## config.mk

```make
export PLATFORM = sky130hd
export DESIGN_NAME = dual_async_serial_ports
export DESIGN_NICKNAME = d
export VERILOG_FILES = /design/src/dual_serial_pkg.sv /design/src/dual_async_serial_ports.sv
export VERILOG_INCLUDE_DIRS = /design/src
export SDC_FILE = /design/constraint.sdc
export NUM_CORES = 1
export LEC_CHECK = 0
export ABC_AREA = 0
export BUFFER_PORTS_ARGS = -buffer_cell sky130_fd_sc_hd__buf_2
export CAP_MARGIN = 5
export CORE_MARGIN = 2
export CORE_UTILIZATION = 35
export CTS_CLUSTER_SIZE = 8
export DETAILED_ROUTE_END_ITERATION = 6
export PLACE_DENSITY = 0.51
export SYNTH_ARGS = -nofsm -noshare
export SYNTH_HDL_FRONTEND = slang
export SYNTH_SLANG_ARGS = --single-unit
```

## constraint.sdc

```tcl
create_clock -name clk_i -period 4.5 [get_ports clk_i]
set_input_delay 0.9 -clock clk_i [delete_from_list [all_inputs] [get_ports clk_i]]
set_output_delay 0.9 -clock clk_i [all_outputs]
set_load 0.005 [all_outputs]
```

## src/dual_serial_regs.svh

```systemverilog
// Timing constants and frame layout for the dual serial ports
`ifndef DUAL_SERIAL_REGS_SVH
`define DUAL_SERIAL_REGS_SVH
`define CLK_HZ 50000000
`define BAUD_MIN 300
`define BAUD_MAX 256000
`define DIV_W 18
`define DIV_MIN (`CLK_HZ / `BAUD_MAX)
`define DIV_MAX (`CLK_HZ / `BAUD_MIN)
`define DIV_RESET 18'h01B2
`define DATA_BITS 8
`define START_LEVEL 1'b0
`define STOP_LEVEL 1'b1
`define IDLE_LEVEL 1'b1
`define BIT_IDX_LAST 3'h7
`endif

```

## src/dual_serial_pkg.sv

```systemverilog
// Types shared by the dual serial port design
package dual_serial_pkg;
   typedef enum logic [1:0] {TX_IDLE, TX_START, TX_DATA, TX_STOP} tx_state_t;
   typedef enum logic [1:0] {RX_IDLE, RX_START, RX_DATA, RX_STOP} rx_state_t;
   typedef struct packed {
      logic [7:0] data;
      logic frame_err;
   } rx_word_t;
   typedef struct packed {
      logic [1:0] count;
      rx_word_t [1:0] slot;
      logic rd_ptr;
   } buf_t;
   typedef struct packed {
      tx_state_t tx_state;
      logic [17:0] tx_cnt;
      logic [2:0] tx_bit;
      logic [7:0] tx_shift;
      logic tx_line;
      logic tx_ready;
      logic rx_s1;
      logic rx_s2;
      logic rx_prev;
      rx_state_t rx_state;
      logic [17:0] rx_cnt;
      logic [2:0] rx_bit;
      logic [7:0] rx_shift;
      buf_t rxb;
      logic out_valid;
      rx_word_t out_word;
      logic boot_owner;
      logic app_tx_ready;
      logic app_rx_valid;
      logic own_tx_ready;
      logic own_rx_valid;
   } port_state_t;
endpackage : dual_serial_pkg

```

## src/dual_async_serial_ports.sv

```systemverilog
// Two independent full-duplex serial ports with buffered receive
`timescale 1ns/1ps
`include "dual_serial_regs.svh"
module dual_async_serial_ports #(
   parameter int PORTS = 2
) (
   input wire logic clk_i,
   input wire logic nrst_i,
   input wire logic [17:0] baud_div_i [PORTS],
   input wire logic buffered_i [PORTS],
   input wire logic app_running_i,
   input wire logic tx_valid_i [PORTS],
   input wire logic [7:0] tx_data_i [PORTS],
   output logic tx_ready_o [PORTS],
   input wire logic boot_tx_valid_i,
   input wire logic [7:0] boot_tx_data_i,
   output logic boot_tx_ready_o,
   output logic boot_rx_valid_o,
   output logic [7:0] boot_rx_data_o,
   input wire logic rx_rd_i [PORTS],
   output logic rx_valid_o [PORTS],
   output logic [7:0] rx_data_o [PORTS],
   output logic rx_frame_err_o [PORTS],
   output logic serial_tx_o [PORTS],
   input wire logic serial_rx_i [PORTS]
);
   // Refuse port counts that the single download path cannot serve
   if (PORTS != 2) begin : gen_bad_ports
      $error("dual_async_serial_ports serves exactly two ports");
   end

   // Port zero hosts the download path; port one never does
   dual_serial_pkg::port_state_t st [PORTS];
   dual_serial_pkg::port_state_t next_st [PORTS];

   // One identical port per index; only index zero can belong to the download path
   genvar g;
   generate
      for (g = 0; g < PORTS; g++) begin : gen_port
         logic [17:0] div;
         logic is_boot;
         logic tx_v;
         logic [7:0] tx_d;
         logic in_ready;
         logic push;
         logic pop;
         logic do_push;
         dual_serial_pkg::rx_word_t push_word;
         // Clamp divisor into the supported baud range
         always_comb begin
            if (baud_div_i[g] < 18'(`DIV_MIN)) div = 18'(`DIV_MIN);
            else if (baud_div_i[g] > 18'(`DIV_MAX)) div = 18'(`DIV_MAX);
            else div = baud_div_i[g];
         end
         // Transmit source steered by ownership of port zero
         assign is_boot = (g == 0) && st[g].boot_owner;
         assign tx_v = is_boot ? boot_tx_valid_i : tx_valid_i[g];
         assign tx_d = is_boot ? boot_tx_data_i : tx_data_i[g];

         always_comb begin
            next_st[g] = st[g];
            push = 1'b0;
            push_word = '0;
            // Ownership moves to the application once it starts and stays there
            if (app_running_i) next_st[g].boot_owner = 1'b0;
            // Transmitter: start, 8 data LSB first, stop, idle high
            case (st[g].tx_state)
               dual_serial_pkg::TX_IDLE: begin
                  next_st[g].tx_line = `IDLE_LEVEL;
                  next_st[g].tx_ready = 1'b1;
                  if (tx_v && st[g].tx_ready) begin
                     next_st[g].tx_shift = tx_d;
                     next_st[g].tx_ready = 1'b0;
                     next_st[g].tx_cnt = div - 18'h00001;
                     next_st[g].tx_line = `START_LEVEL;
                     next_st[g].tx_state = dual_serial_pkg::TX_START;
                  end
               end
               default: begin
                  next_st[g].tx_ready = 1'b0;
                  if (st[g].tx_cnt != 18'h00000) begin
                     next_st[g].tx_cnt = st[g].tx_cnt - 18'h00001;
                  end else begin
                     next_st[g].tx_cnt = div - 18'h00001;
                     case (st[g].tx_state)
                        dual_serial_pkg::TX_START: begin
                           next_st[g].tx_line = st[g].tx_shift[0];
                           next_st[g].tx_bit = 3'h0;
                           next_st[g].tx_state = dual_serial_pkg::TX_DATA;
                        end
                        dual_serial_pkg::TX_DATA: begin
                           if (st[g].tx_bit == `BIT_IDX_LAST) begin
                              next_st[g].tx_line = `STOP_LEVEL;
                              next_st[g].tx_state = dual_serial_pkg::TX_STOP;
                           end else begin
                              next_st[g].tx_shift = {1'b0, st[g].tx_shift[7:1]};
                              next_st[g].tx_line = st[g].tx_shift[1];
                              next_st[g].tx_bit = st[g].tx_bit + 3'h1;
                           end
                        end
                        default: begin
                           next_st[g].tx_line = `IDLE_LEVEL;
                           next_st[g].tx_ready = 1'b1;
                           next_st[g].tx_state = dual_serial_pkg::TX_IDLE;
                        end
                     endcase
                  end
               end
            endcase

            // Two-stage synchroniser on the receive pin
            next_st[g].rx_s1 = serial_rx_i[g];
            next_st[g].rx_s2 = st[g].rx_s1;
            next_st[g].rx_prev = st[g].rx_s2;
            // Receiver: falling edge starts, samples at bit centres
            case (st[g].rx_state)
               dual_serial_pkg::RX_IDLE: begin
                  if (st[g].rx_prev && !st[g].rx_s2) begin
                     next_st[g].rx_cnt = {1'b0, div[17:1]};
                     next_st[g].rx_state = dual_serial_pkg::RX_START;
                  end
               end
               default: begin
                  if (st[g].rx_cnt != 18'h00000) begin
                     next_st[g].rx_cnt = st[g].rx_cnt - 18'h00001;
                  end else begin
                     next_st[g].rx_cnt = div - 18'h00001;
                     case (st[g].rx_state)
                        dual_serial_pkg::RX_START: begin
                           // A start bit that is high at centre was a glitch
                           next_st[g].rx_bit = 3'h0;
                           next_st[g].rx_state = st[g].rx_s2 ? dual_serial_pkg::RX_IDLE
                                                            : dual_serial_pkg::RX_DATA;
                        end
                        dual_serial_pkg::RX_DATA: begin
                           next_st[g].rx_shift = {st[g].rx_s2, st[g].rx_shift[7:1]};
                           next_st[g].rx_bit = st[g].rx_bit + 3'h1;
                           if (st[g].rx_bit == `BIT_IDX_LAST) begin
                              next_st[g].rx_state = dual_serial_pkg::RX_STOP;
                           end
                        end
                        default: begin
                           push = 1'b1;
                           push_word.data = st[g].rx_shift;
                           push_word.frame_err = (st[g].rx_s2 != `STOP_LEVEL);
                           next_st[g].rx_state = dual_serial_pkg::RX_IDLE;
                        end
                     endcase
                  end
               end
            endcase

            // Two-entry buffer: single-byte mode keeps one slot, buffered uses two
            in_ready = buffered_i[g] ? (st[g].rxb.count != 2'h2)
                                     : (st[g].rxb.count == 2'h0);
            begin
               pop = 1'b0;
               do_push = push && in_ready;
               if (!st[g].out_valid || (is_boot ? 1'b1 : rx_rd_i[g])) begin
                  if (st[g].rxb.count != 2'h0) begin
                     pop = 1'b1;
                     next_st[g].out_valid = 1'b1;
                     next_st[g].out_word = st[g].rxb.slot[st[g].rxb.rd_ptr];
                     next_st[g].rxb.rd_ptr = ~st[g].rxb.rd_ptr;
                  end else begin
                     next_st[g].out_valid = 1'b0;
                  end
               end
               if (do_push) begin
                  next_st[g].rxb.slot[st[g].rxb.rd_ptr ^ st[g].rxb.count[0]] = push_word;
               end
               next_st[g].rxb.count = st[g].rxb.count + {1'b0, do_push} - {1'b0, pop};
            end
            // Ownership-gated flags kept in flops so every output leaves a register
            next_st[g].app_tx_ready = next_st[g].tx_ready && !next_st[g].boot_owner;
            next_st[g].app_rx_valid = next_st[g].out_valid && !next_st[g].boot_owner;
            next_st[g].own_tx_ready = next_st[g].tx_ready && next_st[g].boot_owner;
            next_st[g].own_rx_valid = next_st[g].out_valid && next_st[g].boot_owner;
         end

         // Reset parks the line idle and hands port zero to the download logic

         always_ff @(posedge clk_i or negedge nrst_i) begin
            if (!nrst_i) begin
               st[g] <= '0;
               st[g].tx_state <= dual_serial_pkg::TX_IDLE;
               st[g].rx_state <= dual_serial_pkg::RX_IDLE;
               st[g].tx_line <= `IDLE_LEVEL;
               st[g].rx_s1 <= 1'b1;
               st[g].rx_s2 <= 1'b1;
               st[g].rx_prev <= 1'b1;
               st[g].boot_owner <= (g == 0);
            end else begin
               st[g] <= next_st[g];
            end
         end

         // Outputs straight from state; port zero hidden from the app while booting
         assign serial_tx_o[g] = st[g].tx_line;
         assign tx_ready_o[g] = st[g].app_tx_ready;
         assign rx_valid_o[g] = st[g].app_rx_valid;
         assign rx_data_o[g] = st[g].out_word.data;
         assign rx_frame_err_o[g] = st[g].out_word.frame_err;
      end
   endgenerate

   // Download path views port zero only
   assign boot_tx_ready_o = st[0].own_tx_ready;
   assign boot_rx_valid_o = st[0].own_rx_valid;
   assign boot_rx_data_o = st[0].out_word.data;
endmodule : dual_async_serial_ports

```

# Word level (Yosys, flattened, before mapping)
# Index checks and enable logic that the tools add are counted.
classes:
  add_sub_neg: 14
  order_cmp: 10
  eq_ne: 30
  n_mux: 87
  n_bitwise: 14
  n_reduce_logical: 58
op_table:
  columns: ["operator", "n"]
  rows:
  - ["2-to-1 mux 20 bit", 8]
  - ["2-to-1 mux 18 bit", 8]
  - ["2-to-1 mux 9 bit", 14]
  - ["subtractor 18 x 1 -> 18 bit, second input constant", 6]
  - ["2-to-1 mux 10 bit", 8]
  - ["nonzero test 18 bit", 4]
  - ["bitwise mux 18 bit", 2]
  - ["greater-than comparator 18 bit, second input constant", 2]
  - ["< comparator 18 x 8 -> 1 bit, second input constant", 2]
  - ["2-to-1 mux 8 bit", 3]
  - ["case mux 3 bit (2 select lines)", 4]
  - ["AND reduction 3 bit", 8]
  - ["2-to-1 mux 11 bit", 2]
  - ["2-to-1 mux 1 bit", 20]
  - ["2-to-1 mux 2 bit", 10]
  - ["demux 9 bit (select 1 bit)", 2]
  - ["inequality test 2 bit, second input constant", 8]
  - ["case mux 2 bit (2 select lines)", 4]
  - ["AND reduction 4 bit", 4]
  - ["nonzero test 2 bit", 8]
  - ["logical AND 1 bit", 14]
  - ["adder 3 x 1 -> 3 bit, second input constant", 4]
  - ["== test 3 bit, second input constant", 4]
  - ["logical NOT 2 bit", 6]
  - ["other kinds (15)", 58]
totals:
  reg_bits: 204
  inputBits: 72
  output_inout_bits: 34
  word_cells: 265

# Longest topological paths before layout
depth:
  ltp_word: 8
  ltp_mapped: 14
  depth_no_buf: 12

# Worst setup path before layout
# Ideal clock, no wire load.
synth_timing:
  path_kind: "input-to-reg"
  startpoint: "input baud_div_i[14] in the netlist's numbering"
  endpoint: "register st[55] in the netlist's numbering"
  setup_ns: 0.083
  arrival_ns: 3.932
  t_required_ns: 4.417
  setup_slack_ns: 0.485
  path_stages: 14
  n_path_buf: 2
  cell_sequence: "clkbuf_1 > a21o_1 > a221oi_1 > a21oi_1 > and2_1 > clkbuf_1 > nor3_1 > ha_1 > inv_1 > nor4_1 > o21ai_0 > xor2_1 > a311o_1 > o21ai_0"
synth_via:
  elab_chain_cells: 6
synth_lines:
  columns: ["item", "line", "source"]
  rows:
  - ["start, declared", "dual_async_serial_ports.sv:9", "input wire logic [17:0] baud_div_i [PORTS],"]
  - ["greater-than comparator 18 bit", "dual_async_serial_ports.sv:52", "else if (baud_div_i[g] > 18'(`DIV_MAX)) div = 18'(`DIV_MAX);"]
  - ["2-to-1 mux 18 bit", "dual_async_serial_ports.sv:52", null]
  - ["2-to-1 mux 18 bit *", "dual_async_serial_ports.sv:51", "if (baud_div_i[g] < 18'(`DIV_MIN)) div = 18'(`DIV_MIN);"]
  - ["subtractor 18 x 1 -> 18 bit", "dual_async_serial_ports.sv:127", "next_st[g].rx_cnt = div - 18'h00001;"]
  - ["2-to-1 mux 18 bit", "dual_async_serial_ports.sv:124", "if (st[g].rx_cnt != 18'h00000) begin"]
  - ["2-to-1 mux 20 bit *", "dual_async_serial_ports.sv:116", "case (st[g].rx_state)"]
  - ["end signal, assigned by index", "dual_async_serial_ports.sv:194", "st[g] <= next_st[g];"]
  - ["end, declared", "dual_async_serial_ports.sv:33", "dual_serial_pkg::port_state_t st [PORTS];"]
# Every way passes the cells marked *; elsewhere a longest branch is shown, timed or not. The select of a mux whose other input is x is not followed.
# A chain may end at the register's enable or synchronous reset.

# Worst setup path after layout
layout_timing:
  startpoint: "input baud_div_i[12] in the netlist's numbering"
  endpoint: "register st[59] in the netlist's numbering"
# The elaborated chain is that of the path after synthesis.

==> insert_results.sql <==
INSERT INTO impl_metrics (metric_group, metric, value, unit) VALUES
('worst_setup_path', 'timing.critical_path.to_type', 'flip-flop', ''),
('flow_run', 'cap_violations', '0', ''),
('synthesis', 'ys.flop_type', 'dfrtp_1', ''),
('cells_and_area', 'share_of_cells_above_drive_strength_1', '17.19', '%'),
('power_and_ir_drop', 'switching_power', '2.016', 'mW'),
('timing', 'hold_slack', '0.2883', 'ns'),
('synthesis', 'netlist.top_cell.by_area', 'dfrtp_1', ''),
('grt', 'grt_antenna_before_repair', '0', ''),
('grt', 'first_global_vias', '10030', ''),
('synthesis', 'synth-edff-count', '0', ''),
('power_and_ir_drop', 'power.sequential.fraction', '42.6', '%'),
('routing', 'route.antenna.remaining_nets', '0', ''),
('timing', 'fin_tns_setup', '0', 'ns'),
('worst_setup_path', 'critPathSlowestCell', 'a221oi_1', ''),
('worst_setup_path', 'crit-reg2reg-launch', 'st[150]$_DFFE_PN0P_', ''),
('worst_setup_path', 'cp_data_arrival_time', '4.06', 'ns'),
('routing', 'route.detailed.vias_per_inst', '5.598', ''),
('clock_network', 'clockRootBuffer', 'clkbuf_16', ''),
('cells_and_area', 'mostFrequentLayoutCell', 'dfrtp_1', ''),
('cells_and_area', 'areaGrowthSynthToFinish', '13.25', '%'),
('clock_network', 'clock-sinks', '204', ''),
('routing', 'vias', '10460', ''),
('timing', 'finalCritPeriodShare', '80.14', '%'),
('worst_setup_path', 'worst_r2r_endpoint', 'st[138]$_DFF_PN0_', ''),
('clock_network', 'cts-buffers-inserted', '29', ''),
('clock_network', 'path_clk_slew', '0.05', 'ns'),
('die', 'initial_standard_cell_utilization_of_the_core', '35.43', '%'),
('worst_setup_path', 'timing.critical_path.slowest_cell_delay', '0.39', 'ns'),
('worst_setup_path', 'r2r_cells', '13', ''),
('power_and_ir_drop', 'max-vdd-ir-drop', '248.3', 'uV'),
('clock_network', 'cts-resized-gates', '0', ''),
('min_path', 'hold_path_class', 'in2async', ''),
('timing', 'fmax', '0.2773', 'GHz'),
('cells_and_area', 'layoutNonFillerInstCount', '1869', ''),
('clock_network', 'tritoncts_clock_tree', 'done', ''),
('die', 'pin_count', '106', ''),
('routing', 'average_wire_per_standard_cell', '18.49', 'um'),
('power_and_ir_drop', 'clkPwrFrac', '33.3', '%'),
('synthesis', 'yosysWarnings', '0', ''),
('synthesis', 'synth.area.top_cells', 'dfrtp_1 40%, a21oi_1 4.5%, mux2_2 4.1%', ''),
('die', 'fp.dieArea', '0.03639', 'mm^2'),
('grt', 'grt_max_degree', '103', ''),
('die', 'core_area', '0.03446', 'mm^2'),
('routing', 'drtIter0Drc', '839', ''),
('synthesis', 'syn-cell-area', '0.01221', 'mm^2'),
('power_and_ir_drop', 'leak_pwr', '5.889', 'nW'),
('clock_network', 'cts_max_level', '1', ''),
('worst_setup_path', 'crit_path_cell_trace', 'buf_2 > or2_0 > a221oi_1 > a21oi_1 > and2_1 > nor3_1 > ha_1 > inv_1 > nor4_1 > buf_4 > o211ai_1 > xnor2_1 > a21oi_1 > o31ai_1', ''),
('clock_network', 'clock_tree_buffer_depth', '3', ''),
('power_and_ir_drop', 'swShare', '33.18', '%'),
('placement', 'buffer_ports.inserted', '105', ''),
('die', 'fp.dieW', '190.8', 'um'),
('placement', 'placedCellCount', '1818', ''),
('grt', 'track_usage', '19.02', '%'),
('synthesis', 'post_synthesis_cell_count', '1337', ''),
('placement', 'place.gp.congestion', '0.9167', ''),
('routing', 'first_pass_iters', '5', ''),
('synthesis', 'synth.yosys.seq_area_share', '41.91', '%'),
('routing', 'drt_wl_total', '34560', 'um'),
('worst_setup_path', 'critical-path-top-cell-by-count', 'a21oi_1', ''),
('cells_and_area', 'num-nets-final', '1496', ''),
('synthesis', 'netlist-cell-type-count', '73', ''),
('worst_setup_path', 'path_max_fanout', '7', ''),
('clock_network', 'total_setup_buffers_inserted_after_cts', '0', ''),
('synthesis', 'synth_seq_cells', '204', ''),
('synthesis', 'synth-async-reset-ratio', '100.0', '%'),
('timing', 'finClkSkew', '0.009597', 'ns'),
('timing', 'drv_slew', '0', ''),
('status', 'outcome', 'finished, final reports clean', ''),
('power_and_ir_drop', 'gate_power_share', '24.1', '%'),
('synthesis', 'synth.net_count', '1439', '');
## through the flow
stage	utilization [%]	worst slack (ns)	total power, mW	area, um^2
after floorplan	-	0.4854	3.681	12210
after global placement	37.73	0.4383	4.056	13000
after detailed placement	37.73	0.3653	4.078	13000
after CTS	40.12	0.9052	6.154	13830
after global routing	40.12	0.4800	6.489	13830
final	40.12	0.8935	6.076	13830
## how the worst min path moves through the flow
stage | slack, ns | cells past startpoint | end
global route | 0.33 | 1 | boot_rx_data_o[0]$_DFFE_PN0P_
detailed placement | 0.35 | 0 | next_st[170]$_DFF_PN1_
floorplan | 0.35 | 0 | next_st[170]$_DFF_PN1_
CTS | 0.31 | 1 | st[130]$_DFFE_PN0P_
finish | 0.29 | 1 | st[130]$_DFFE_PN0P_
global placement | 0.35 | 0 | next_st[170]$_DFF_PN1_
## sequential cells by signal, summed over array words and instances (netlist names)
register and flops:
next_st 4, tx_ready_o 2, boot_tx_ready_o 1, boot_rx_data_o 8, boot_rx_valid_o 1, serial_tx_o 2
gen_port.is_boot 1, rx_data_o 8, st 173, rx_valid_o 2, rx_frame_err_o 2
## cell type report
class / instances / area, um^2
fill: 3498 / 20630
multi-input combinational: 987 / 6421
sequential: 204 / 5116
clock buffer: 49 / 800.8
timing repair buffer: 130 / 735.7
tap: 455 / 569.3
inverter: 42 / 157.7
clock inverter: 2 / 25.02
## worst max-delay path: cells and delay by family
family / cells / cell delay [ns]
AO/OA/AOI/OAI: 5 / 1.12
XOR/XNOR: 1 / 0.28
buffers and inverters: 3 / 0.46
adder cells (fa/ha/maj): 1 / 0.29
AND/OR/NAND/NOR: 4 / 1.00
## cell usage after synthesis (all sizes together) (9+ instances only)
master,count
dfrtp,195
nor2,116
a21oi,109
nand2,105
o21ai,86
clkbuf,63
mux2,52
nor3,50
inv,42
buf,41
mux2i,32
nand3,31
ha,30
nor4,29
xnor2,28
or3,24
or4,24
xor2,21
a31oi,17
a22oi,15
nand2b,15
o31ai,11
nor2b,10
o211ai,10
or2,10
and2,9
and3,9
dfstp,9
## power by group through the flow
stage	registers (mW)	clock network, mW	logic, mW
detailed placement	2.60	0	1.47
finish	2.59	2.02	1.47
global route	2.65	2.17	1.67
CTS	2.58	2.09	1.48
floorplan	2.44	0	1.24
global placement	2.61	0	1.45
## kinds of logic after synthesis
logic type | Yosys count | synth area share (%)
xor+xnor | 49 | 3.515
buf+inv | 146 | 5.586
mux | 84 | 7.666
compound gates | 362 | 19.18
fa+ha+maj | 30 | 3.075
simple gates | 462 | 19.07
flops | 204 | 41.91
## routing by layer
layer  share of wire (%)  vias up  GRT usage [%]
met5                   0        -              0
met4                 1.6        0          3.816
met3                 6.1       48          2.392
met2                  44      318          28.86
met1                  49     5087          28.85
li1                    -     5009              -
Power figures use the tool's default switching activity.
